**config.mk**
```make
export PLATFORM = sky130hd
export DESIGN_NAME = ppjd_top
export DESIGN_NICKNAME = d
export VERILOG_FILES = /design/src/ppjd_pkg.sv /design/src/ppjd_top.sv
export VERILOG_INCLUDE_DIRS = /design/src
export SDC_FILE = /design/constraint.sdc
export NUM_CORES = 1
export LEC_CHECK = 0
export BUFFER_PORTS_ARGS = -buffer_cell sky130_fd_sc_hd__buf_2
export CORE_MARGIN = 5
export CORE_UTILIZATION = 41
export DETAILED_ROUTE_END_ITERATION = 6
export PLACE_DENSITY = 0.62
export SETUP_SLACK_MARGIN = 0.3
export SLEW_MARGIN = 20
export SYNTH_ARGS = -nofsm -noshare
export SYNTH_HDL_FRONTEND = slang
export SYNTH_SLANG_ARGS = --single-unit
```
**constraint.sdc**
```tcl
create_clock -name i_mclk -period 2.4 [get_ports i_mclk]
set_input_delay 0.12 -clock i_mclk [delete_from_list [all_inputs] [get_ports i_mclk]]
set_output_delay 0.12 -clock i_mclk [all_outputs]
set_load 0.01 [all_outputs]
```
**src/ppjd_regs.svh**
```systemverilog
// timing constants and paper size pass times for the paper path jam detector
`ifndef PPJD_REGS_SVH
`define PPJD_REGS_SVH
`define PPJD_CLK_HZ 125000000
`define PPJD_TICK_MS 1
`define PPJD_TICK_CYC ((`PPJD_CLK_HZ / 1000) * `PPJD_TICK_MS)
`define PPJD_JAM1_MS 2520
`define PPJD_JAM2_EXTRA_MS 3000
`define PPJD_JAM3_MS 1940
`define PPJD_JAM4_MS 2990
`define PPJD_JAM5_MS 1720
`define PPJD_PASS_A4SEF 2555
`define PPJD_PASS_A5SEF 1807
`define PPJD_PASS_A5LEF 1273
`define PPJD_PASS_A6SEF 1273
`define PPJD_PASS_B5SEF 2211
`define PPJD_PASS_B6SEF 1566
`define PPJD_PASS_LTR 2400
`define PPJD_PASS_LGL 3059
`define PPJD_PASS_ENV 1643
`define PPJD_JAM_NONE 3'h0
`define PPJD_JAM_1 3'h1
`define PPJD_JAM_2 3'h2
`define PPJD_JAM_3 3'h3
`define PPJD_JAM_4 3'h4
`define PPJD_JAM_5 3'h5
`endif

```
**src/ppjd_pkg.sv**
```systemverilog
// types for the paper path jam detector
package ppjd_pkg;
  typedef enum logic [3:0] {
    PPJD_SZ_A4SEF,
    PPJD_SZ_A5SEF,
    PPJD_SZ_A5LEF,
    PPJD_SZ_A6SEF,
    PPJD_SZ_B5SEF,
    PPJD_SZ_B6SEF,
    PPJD_SZ_LTR,
    PPJD_SZ_LGL,
    PPJD_SZ_ENV
  } ppjd_size_t;
  typedef enum logic [2:0] {
    PPJD_IDLE,
    PPJD_WAIT_REG,
    PPJD_REG_ON,
    PPJD_REG_OFF,
    PPJD_JAMMED
  } ppjd_state_t;
endpackage

```
**src/ppjd_top.sv**
```systemverilog
// paper path jam detector: times sensors against clutch and motor start
// Behaviour
// - jam 1 if registration sensor not on 2.52 s after cassette clutch on
// - jam 2 if registration sensor not off within pass time plus 3 s
// - pass times per paper size in ms, from 1273 up to 3059
// - jam 3 if exit sensor not on 1.94 s after registration on
// - jam 4 if exit sensor not off 2.99 s after registration off
// - jam 5 if registration not on 1.72 s after main motor start (bypass)
`timescale 1ns/10ps
`default_nettype none
`include "ppjd_regs.svh"
module ppjd_top
#(
  // clock cycles per millisecond tick
  parameter int TICK_CYC = `PPJD_TICK_CYC
)
(
  // clock and reset
  input wire logic i_mclk,
  input wire logic i_nrst,
  // sensors and drives from the paper path, with bypass mode and paper size
  input wire logic i_reg_sensor,
  input wire logic i_exit_sensor,
  input wire logic i_clutch_on,
  input wire logic i_motor_on,
  input wire logic i_bypass,
  input wire ppjd_pkg::ppjd_size_t i_size,
  // jam clear
  input wire logic i_jam_clear,
  // jam report
  output logic o_jam,
  output logic [2:0] o_jam_code
);
  import ppjd_pkg::*;

  // ----------------------------------------
  // input synchronisers
  // ----------------------------------------
  logic [2:0] reg_s_q;
  logic [2:0] exit_s_q;
  logic [2:0] clu_s_q;
  logic [2:0] mot_s_q;
  logic reg_q;
  logic exit_q;
  logic clu_q;
  logic mot_q;
  logic clu_prev_q;
  logic mot_prev_q;
  always_ff @(posedge i_mclk or negedge i_nrst)
  begin
    if (!i_nrst)
    begin
      reg_s_q <= 3'h0;
      exit_s_q <= 3'h0;
      clu_s_q <= 3'h0;
      mot_s_q <= 3'h0;
    end
    else
    begin
      reg_s_q <= {reg_s_q[1:0], i_reg_sensor};
      exit_s_q <= {exit_s_q[1:0], i_exit_sensor};
      clu_s_q <= {clu_s_q[1:0], i_clutch_on};
      mot_s_q <= {mot_s_q[1:0], i_motor_on};
    end
  end
  // a level counts once the second and third stages agree
  always_ff @(posedge i_mclk or negedge i_nrst)
  begin
    if (!i_nrst)
    begin
      reg_q <= 1'b0;
      exit_q <= 1'b0;
      clu_q <= 1'b0;
      mot_q <= 1'b0;
      clu_prev_q <= 1'b0;
      mot_prev_q <= 1'b0;
    end
    else
    begin
      if (reg_s_q[1] == reg_s_q[2]) reg_q <= reg_s_q[2];
      if (exit_s_q[1] == exit_s_q[2]) exit_q <= exit_s_q[2];
      if (clu_s_q[1] == clu_s_q[2]) clu_q <= clu_s_q[2];
      if (mot_s_q[1] == mot_s_q[2]) mot_q <= mot_s_q[2];
      clu_prev_q <= clu_q;
      mot_prev_q <= mot_q;
    end
  end
  wire clu_rise = clu_q & ~clu_prev_q;
  wire mot_rise = mot_q & ~mot_prev_q & i_bypass;

  // ----------------------------------------
  // millisecond tick
  // ----------------------------------------
  logic [16:0] div_q;
  wire tick = (div_q == 17'(TICK_CYC - 1));
  always_ff @(posedge i_mclk or negedge i_nrst)
  begin
    if (!i_nrst) div_q <= 17'h0_0000;
    else div_q <= tick ? 17'h0_0000 : div_q + 17'h0_0001;
  end
  // cycles since the last tick, kept apart from the divider for the period check
  logic [16:0] gap_q;
  always_ff @(posedge i_mclk or negedge i_nrst)
  begin
    if (!i_nrst) gap_q <= 17'h0_0000;
    else gap_q <= tick ? 17'h0_0000 : gap_q + 17'h0_0001;
  end

  // ----------------------------------------
  // pass time lookup
  // ----------------------------------------
  logic [11:0] pass_ms;
  always_comb
  begin
    case (i_size)
      PPJD_SZ_A4SEF: pass_ms = 12'(`PPJD_PASS_A4SEF);
      PPJD_SZ_A5SEF: pass_ms = 12'(`PPJD_PASS_A5SEF);
      PPJD_SZ_A5LEF: pass_ms = 12'(`PPJD_PASS_A5LEF);
      PPJD_SZ_A6SEF: pass_ms = 12'(`PPJD_PASS_A6SEF);
      PPJD_SZ_B5SEF: pass_ms = 12'(`PPJD_PASS_B5SEF);
      PPJD_SZ_B6SEF: pass_ms = 12'(`PPJD_PASS_B6SEF);
      PPJD_SZ_LTR: pass_ms = 12'(`PPJD_PASS_LTR);
      PPJD_SZ_LGL: pass_ms = 12'(`PPJD_PASS_LGL);
      PPJD_SZ_ENV: pass_ms = 12'(`PPJD_PASS_ENV);
      default: pass_ms = 12'(`PPJD_PASS_LGL);
    endcase
  end
  wire [12:0] jam2_lim = 13'(pass_ms) + 13'(`PPJD_JAM2_EXTRA_MS);

  // ----------------------------------------
  // supervision state machine
  // ----------------------------------------
  ppjd_state_t st_q;
  ppjd_state_t st_d;
  logic [12:0] t_q;
  logic [12:0] te_q;
  logic wait_byp_q;
  logic exit_seen_q;
  logic [2:0] code_q;
  logic [2:0] code_d;
  wire [12:0] reg_lim = wait_byp_q ? 13'(`PPJD_JAM5_MS) : 13'(`PPJD_JAM1_MS);
  wire start = clu_rise | mot_rise;
  wire t_over = tick & (t_q >= reg_lim - 13'h0001);
  wire j2_over = tick & (t_q >= jam2_lim - 13'h0001);
  wire j3_over = tick & ~exit_seen_q & (te_q >= 13'(`PPJD_JAM3_MS) - 13'h0001);
  wire j4_over = tick & (te_q >= 13'(`PPJD_JAM4_MS) - 13'h0001);

  always_comb
  begin
    st_d = st_q;
    code_d = code_q;
    case (st_q)
      PPJD_IDLE:
        if (start) st_d = PPJD_WAIT_REG;
      PPJD_WAIT_REG:
        if (reg_q) st_d = PPJD_REG_ON;
        else if (t_over)
        begin
          st_d = PPJD_JAMMED;
          code_d = wait_byp_q ? `PPJD_JAM_5 : `PPJD_JAM_1;
        end
      PPJD_REG_ON:
        if (j3_over)
        begin
          st_d = PPJD_JAMMED;
          code_d = `PPJD_JAM_3;
        end
        else if (j2_over)
        begin
          st_d = PPJD_JAMMED;
          code_d = `PPJD_JAM_2;
        end
        else if (!reg_q) st_d = PPJD_REG_OFF;
      PPJD_REG_OFF:
        if (!exit_q && exit_seen_q) st_d = PPJD_IDLE;
        else if (j4_over)
        begin
          st_d = PPJD_JAMMED;
          code_d = `PPJD_JAM_4;
        end
      PPJD_JAMMED:
        if (i_jam_clear)
        begin
          st_d = PPJD_IDLE;
          code_d = `PPJD_JAM_NONE;
        end
      default: st_d = PPJD_IDLE;
    endcase
  end

  always_ff @(posedge i_mclk or negedge i_nrst)
  begin
    if (!i_nrst)
    begin
      st_q <= PPJD_IDLE;
      code_q <= `PPJD_JAM_NONE;
    end
    else
    begin
      st_q <= st_d;
      code_q <= code_d;
    end
  end

  // interval timers restart on each state entry
  always_ff @(posedge i_mclk or negedge i_nrst)
  begin
    if (!i_nrst)
    begin
      t_q <= 13'h0000;
      te_q <= 13'h0000;
      wait_byp_q <= 1'b0;
      exit_seen_q <= 1'b0;
    end
    else
    begin
      if (st_q == PPJD_IDLE && start) wait_byp_q <= mot_rise & ~clu_rise;
      if (st_q != st_d)
      begin
        t_q <= 13'h0000;
        te_q <= 13'h0000;
      end
      else if (tick)
      begin
        t_q <= t_q + 13'h0001;
        te_q <= te_q + 13'h0001;
      end
      if (st_q == PPJD_WAIT_REG) exit_seen_q <= 1'b0;
      else if (exit_q) exit_seen_q <= 1'b1;
    end
  end

  assign o_jam_code = code_q;
  assign o_jam = (code_q != `PPJD_JAM_NONE);

  // ----------------------------------------
  // assertions
  // ----------------------------------------
  AST_TICK_PERIOD: assert property (@(posedge i_mclk) disable iff (!i_nrst)
    tick |-> (gap_q == 17'(TICK_CYC - 1)))
    else $error("tick period wrong");
  AST_JAM_HOLD: assert property (@(posedge i_mclk) disable iff (!i_nrst)
    (o_jam && !i_jam_clear) |=> $stable(o_jam_code))
    else $error("jam code changed without clear");
  AST_CLEAR: assert property (@(posedge i_mclk) disable iff (!i_nrst)
    (st_q == PPJD_JAMMED && i_jam_clear) |=> !o_jam)
    else $error("clear did not drop jam");
  AST_JAM1: assert property (@(posedge i_mclk) disable iff (!i_nrst)
    (st_q == PPJD_WAIT_REG && !wait_byp_q && !reg_q && tick
     && t_q == 13'(`PPJD_JAM1_MS - 1)) |=> (o_jam_code == `PPJD_JAM_1))
    else $error("jam 1 missed");
  AST_JAM5: assert property (@(posedge i_mclk) disable iff (!i_nrst)
    (st_q == PPJD_WAIT_REG && wait_byp_q && !reg_q && tick
     && t_q == 13'(`PPJD_JAM5_MS - 1)) |=> (o_jam_code == `PPJD_JAM_5))
    else $error("jam 5 missed");
  AST_JAM2_LIM: assert property (@(posedge i_mclk) disable iff (!i_nrst)
    (st_q == PPJD_REG_ON && st_d == PPJD_JAMMED && code_d == `PPJD_JAM_2)
    |-> (t_q + 13'h0001 >= jam2_lim))
    else $error("jam 2 too early");
  AST_PASS_LGL: assert property (@(posedge i_mclk) disable iff (!i_nrst)
    (i_size == PPJD_SZ_LGL) |-> (jam2_lim == 13'(6059)))
    else $error("legal pass limit wrong");
  AST_JAM3: assert property (@(posedge i_mclk) disable iff (!i_nrst)
    (st_q == PPJD_REG_ON && !exit_seen_q && tick
     && te_q == 13'(`PPJD_JAM3_MS - 1)) |=> (o_jam_code == `PPJD_JAM_3))
    else $error("jam 3 missed");
  AST_JAM4: assert property (@(posedge i_mclk) disable iff (!i_nrst)
    (st_q == PPJD_REG_OFF && !(exit_seen_q && !exit_q) && tick
     && te_q == 13'(`PPJD_JAM4_MS - 1)) |=> (o_jam_code == `PPJD_JAM_4))
    else $error("jam 4 missed");
  COV_JAM1: cover property (@(posedge i_mclk) disable iff (!i_nrst) o_jam_code == `PPJD_JAM_1);
  COV_JAM3: cover property (@(posedge i_mclk) disable iff (!i_nrst) o_jam_code == `PPJD_JAM_3);
  COV_JAM4: cover property (@(posedge i_mclk) disable iff (!i_nrst) o_jam_code == `PPJD_JAM_4);
  COV_GOOD: cover property (@(posedge i_mclk) disable iff (!i_nrst)
    st_q == PPJD_REG_OFF ##1 st_q == PPJD_IDLE);
endmodule
`default_nettype wire

```
# After elaboration in Yosys (flattened, before gate mapping)
# Memory sizes are Yosys's and may differ from the RTL's.
# Index checks and enable logic that the tools add are counted.
# classes
reduce_logical,9
n_addsub,6
mux,27
n_lt_le_gt_ge,4
n_bitwise,14
eq_ne,16
# ops
op,count
two-way mux 13 bit,4
two-way mux 3 bit,17
"adder 13 x 1 -> 13 bit, second input constant",2
greater-or-equal comparator 13 bit,2
"adder 17 x 1 -> 17 bit, second input constant",1
"== test 17 bit, second input constant",1
two-way mux 17 bit,1
case mux 3 bit (5 select lines),1
"adder 12 x 12 -> 13 bit, second input constant",1
"greater-or-equal comparator 13 x 11 -> 1 bit, second input constant",1
"greater-or-equal comparator 13 x 12 -> 1 bit, second input constant",1
"subtractor 12 x 1 -> 13 bit, second input constant",1
"subtractor 13 x 1 -> 13 bit, second input constant",1
two-way mux 12 bit,1
case mux 3 bit (4 select lines),1
"!= test 2 bit, second input constant",5
AND 1 bit,9
AND reduction 7 bit,1
"== test 3 x 2 -> 1 bit, second input constant",2
== test 1 bit,4
inverter 1 bit,4
nonzero test 2 bit,2
nonzero test 4 bit,1
"== test 3 x 1 -> 1 bit, second input constant",1
9 further kinds,11
# totals
out_inout_bits,4
romBits,192
ff_bits,69
memories,1
# memory_table
name,depth,word_bits,read_ports,rd_clocked_by_memory_dff,write_ports,line,source
(no name shown),16,12,1,0,0,ppjd_top.sv:115,case (i_size)

# Depth between registers and ports, before layout
# An unclocked memory read counts as a cell.
# depth
depth_word,10
depth_mapped,19
mapped_depth_nobuf,17

# Worst setup path after synthesis
# OpenSTA, ideal clock, no wires.
# synth_timing
path_type,input port to flip-flop
startpoint,input port i_size[1]
endpoint,register t_q[0]
stages,18
setup_slack_ps,-1084
setup_time_ps,134
t_arrival_ps,3350
path_cell_list,inv_1 -> ha_1 -> nor2b_1 -> or2_2 -> clkbuf_1 -> a21oi_1 -> o211ai_1 -> nor3_1 -> xnor2_1 -> ha_1 -> a21o_1 -> a21o_1 -> a221o_1 -> a211oi_1 -> o31ai_1 -> a21oi_4 -> buf_6 -> nor3_1
# synth_via
elab_chain_len,10
word_cells_on_any_way,11
# synth_lines
item,line,source
from (decl),ppjd_top.sv:27,"input wire ppjd_pkg::ppjd_size_t i_size,"
memory read (16 x 12 bit) *,n/a,
adder 12 x 12 -> 13 bit *,ppjd_top.sv:128,wire [12:0] jam2_lim = 13'(pass_ms) + 13'(`PPJD_JAM2_EXTRA_MS);
subtractor 13 x 1 -> 13 bit *,ppjd_top.sv:144,wire j2_over = tick & (t_q >= jam2_lim - 13'h0001);
greater-or-equal comparator 13 bit *,ppjd_top.sv:144,
AND 1 bit *,ppjd_top.sv:144,
two-way mux 3 bit *,ppjd_top.sv:168,else if (j2_over)
two-way mux 3 bit *,ppjd_top.sv:163,if (j3_over)
case mux 3 bit (5 select lines) *,ppjd_top.sv:152,case (st_q)
!= test 3 bit *,ppjd_top.sv:218,if (st_q != st_d)
two-way mux 13 bit or nonzero test 2 bit (tied branches),n/a,
to (signal assigned),ppjd_top.sv:225,t_q <= t_q + 13'h0001;
to (decl),ppjd_top.sv:135,logic [12:0] t_q;
# Mark *: on every way between the ends. The rest lies on a longest branch, timed or not.
# A chain may end at the register's enable or synchronous reset.

# Worst setup path after layout
# layout_timing
startpoint,input port i_size[0]
endpoint,register t_q[3]
# The elaborated chain is that of the path after synthesis.

==> reports/qor.yml <==
coreArea_sq_um: 10230
violations: "negative setup slack"
critical_path.top_delay_family: "compound AO/OA/AOI/OAI gates"
route.detailed.drc: 0
dp_hpwl_microns: 7663
worstSetupStartpointType: "primary input"
placed_cells: 685
cts_sinks: 69
final.setup.tns_ns: -18.57
rsz0062_at_grt: "yes"
hold_path.class: "in2reg"
p_per_area_nw_per_um2: 612.7
ys.warnings.count: 0
drtPass1Iterations: 4
postSynthCellCount: 459
slowest_stage: "a221o_1"
slew_headroom: 0.5997
dieArea_sq_um: 12510
end_kind: "flop"
vias: 3860
layout.cells.non_filler: 719
multiInputGateArea_sq_um: 2644
path_class: "in2reg"
finalClockSkew_ns: 0.007702
period_minus_slack_ns: 3.040
grt_pass1_wl_microns: 18230
h-tree-depth: 3
fillers: 872
met2_usage: 0.2930
slew_viol_final: 0
syn_area_sq_um: 4254
clockRootBuffer: "clkbuf_8"
ys_seq_area_frac: 0.4059
worstSkewPairLatency_ns: 0.35
num_rows: 37
wl_per_cell_microns: 14.86
synth-seq-cells: 69
cts_inserted_buffers: 9
grt_pass1_vias: 3876
antenna_found_initial: 0
fin_ws_ns: -0.6403
setup_violations: 32
ys_types: 58
die_h_microns: 111.9
slowest_delay_ns: 0.32
path_max_fanout: 7
syn_area_per_cell_sq_um: 9.268
cap_violations: 0
grt_max_degree: 32
final_nets: 618
synth_flop_cell: "dfrtp_1"
p_leak_nw: 2.639
synth_edf_count: 0
grt_util_all_layers: 0.1748
grt_use_met3: 0.02826
async_flop_share: 1.000
drt_first_iter_violations: 237
globalplace.congestion: 0.8206
layout-drive-gt1-share: 0.3242
diodes: 0
io_buffers: 15
busiest_layer: "met2"
drtAntennaViolNets: 0
grt_use_met1: 0.2297
clk_pin_slew_worst_paths_ns: 0.08
worstMarginPinSlew_ns: 0.5910
outcome: "finished, violations left"
drt_wl_total_microns: 10680
critPathBufInv: 6
path_cells: "buf_12, inv_6, ha_4, nand2_4, nor2_4, nand3_2, a21oi_4, o211ai_1, buf_4, buf_4, xnor2_1, ha_1, a21o_1, a21o_1, a221o_1, a211oi_2, o31ai_2, a21oi_4, buf_6, buf_16, nor3_2"
ir_drop_mv: 0.6500
die_x_microns: 111.9
clockBufferDepth: 2
syn_nets: 499
seq_area_sq_um: 1727
crit_arrival_ns: 3.28
gr-total-overflow: 0
fmax_mhz: 328.9
area_delta_synth_final_pct: 37.74
ios: 16
start_util: 0.4158
fin_crit_sh: 1.267
cts_tree: "done"
hold_viol: 0
viasPerCell: 5.369
crit_required_ns: 2.64
==> logic make-up after synthesis <==
logic type      after synthesis  synth area share
fa+ha+maj                    32           0.09177
compound gates               73            0.1127
simple gates                204            0.2547
mux                           2          0.005294
flops                        69            0.4059
buf+inv                      32           0.03294
xor+xnor                     47           0.09677
==> per-layer routing <==
| metal | up-vias | part of all wire |
|---|---|---|
| li1 | 1900 | - |
| met1 | 1849 | 0.45 |
| met2 | 87 | 0.49 |
| met3 | 24 | 0.036 |
| met4 | 0 | 0.021 |
| met5 | - | 0 |
==> placed cells by master, fill, tap and decap left out, types with 12 or more instances in the layout <==
cell type / Yosys / final
buf_2: 1 / 13
nor3_1: 35 / 16
inv_1: 16 / 12
nor3_2: 0 / 17
nor2_1: 33 / 31
nand3_1: 40 / 39
a21oi_1: 26 / 23
dfrtp_1: 69 / 69
nand2_1: 38 / 34
buf_4: 1 / 94
nand4_1: 18 / 18
xor2_1: 14 / 14
xnor2_1: 33 / 33
ha_1: 28 / 26
==> state kept, by name (all words and copies together) (netlist names) <==
register and count:
t_q 13, clu_prev_q 1, mot_prev_q 1, exit_q 1, clu_q 1, o_jam_code 3, wait_byp_q 1, reg_q 1
reg_s_q 3, exit_s_q 3, st_q 3, clu_s_q 3, mot_s_q 3, te_q 13, mot_q 1, exit_seen_q 1
div_q 17
==> final cells by class <==
cell class              instances  share of cell area
multi-input cells             358              0.4512
repair buffers                124              0.1768
inverters                      16             0.01324
clock inverters                 7             0.01388
well taps                     136             0.02904
flip-flops and latches         69              0.2947
clock buffers                   9             0.02114
==> stage by stage <==
stage | power, mW | hold WS (ns) | instance area [sq um] | utilization | setup slack, ns
after floorplan | 1.916 | -0.1756 | 4417 | - | -0.8326
after global placement | 2.212 | 0.1366 | 5309 | 0.5189 | -1.007
after detailed placement | 2.234 | 0.1485 | 5309 | 0.5189 | -1.142
after CTS | 3.573 | 0.1544 | 5777 | 0.5646 | -0.7182
after global routing | 3.790 | 0.1710 | 5859 | 0.5727 | -0.7860
final | 3.590 | 0.1713 | 5859 | 0.5727 | -0.6403
==> tightest hold or removal path: stages <==
cell and delay [ns]:
buf_2 0.12, o22ai_1 0.10, a21bo_2 0.14
==> synthesized netlist by cell type (3+ instances only) <==
cell type	number	area, sq um
and4_1	3	26.28
nor3_1	35	175.2
dfrtp_1	69	1727
nand4_1	18	112.6
nor2_1	33	123.9
o21ai_0	11	55.05
nand3_1	40	200.2
ha_1	28	350.3
nand2_1	38	142.6
nor2b_1	3	18.77
nand2b_1	4	25.02
inv_1	16	60.06
o31ai_1	3	22.52
o21a_1	3	22.52
and3_1	9	56.30
a211oi_1	3	22.52
clkbuf_1	11	41.29
a21oi_1	26	130.1
xnor2_1	33	289.0
nor4_1	4	25.02
maj3_1	4	40.04
a21o_1	5	37.54
xor2_1	14	122.6
==> what timing repair did <==
item                                    4_1_cts  5_1_grt
setup buffers                                 8        3
hold buffers                                  5        0
resized for setup                            25       16
pin swaps                                    13        7
endpoints found under the setup margin       32       32
hold endpoints to repair                     26        0
cloned                                        2        0
==> report_power, final <==
group / internal, mW / switching, mW
clock network: 0.494 / 0.495
logic: 0.628 / 0.673
registers: 1.24 / 0.0645
total: 2.36 / 1.23
==> path summary, 6_finish.rpt <==
kind | startpoint | to | slack (ns) | depth (start not counted)
setup / recovery | i_size[0] | t_q[3]$_DFFE_PN0P_ | -0.64 | 21
hold / removal | i_jam_clear | st_q[2]$_DFF_PN0_ | 0.17 | 3
min in group asynchronous | i_nrst | t_q[1]$_DFFE_PN0P_ | 0.29 | 2
setup reg to reg | te_q[0]$_DFFE_PN0P_ | t_q[3]$_DFFE_PN0P_ | -0.48 | 11
max in group asynchronous | i_nrst | st_q[1]$_DFF_PN0_ | 1.31 | 3
hold reg to reg | exit_s_q[0]$_DFF_PN0_ | exit_s_q[1]$_DFF_PN0_ | 0.35 | 0
Power figures use the tool's default switching activity.
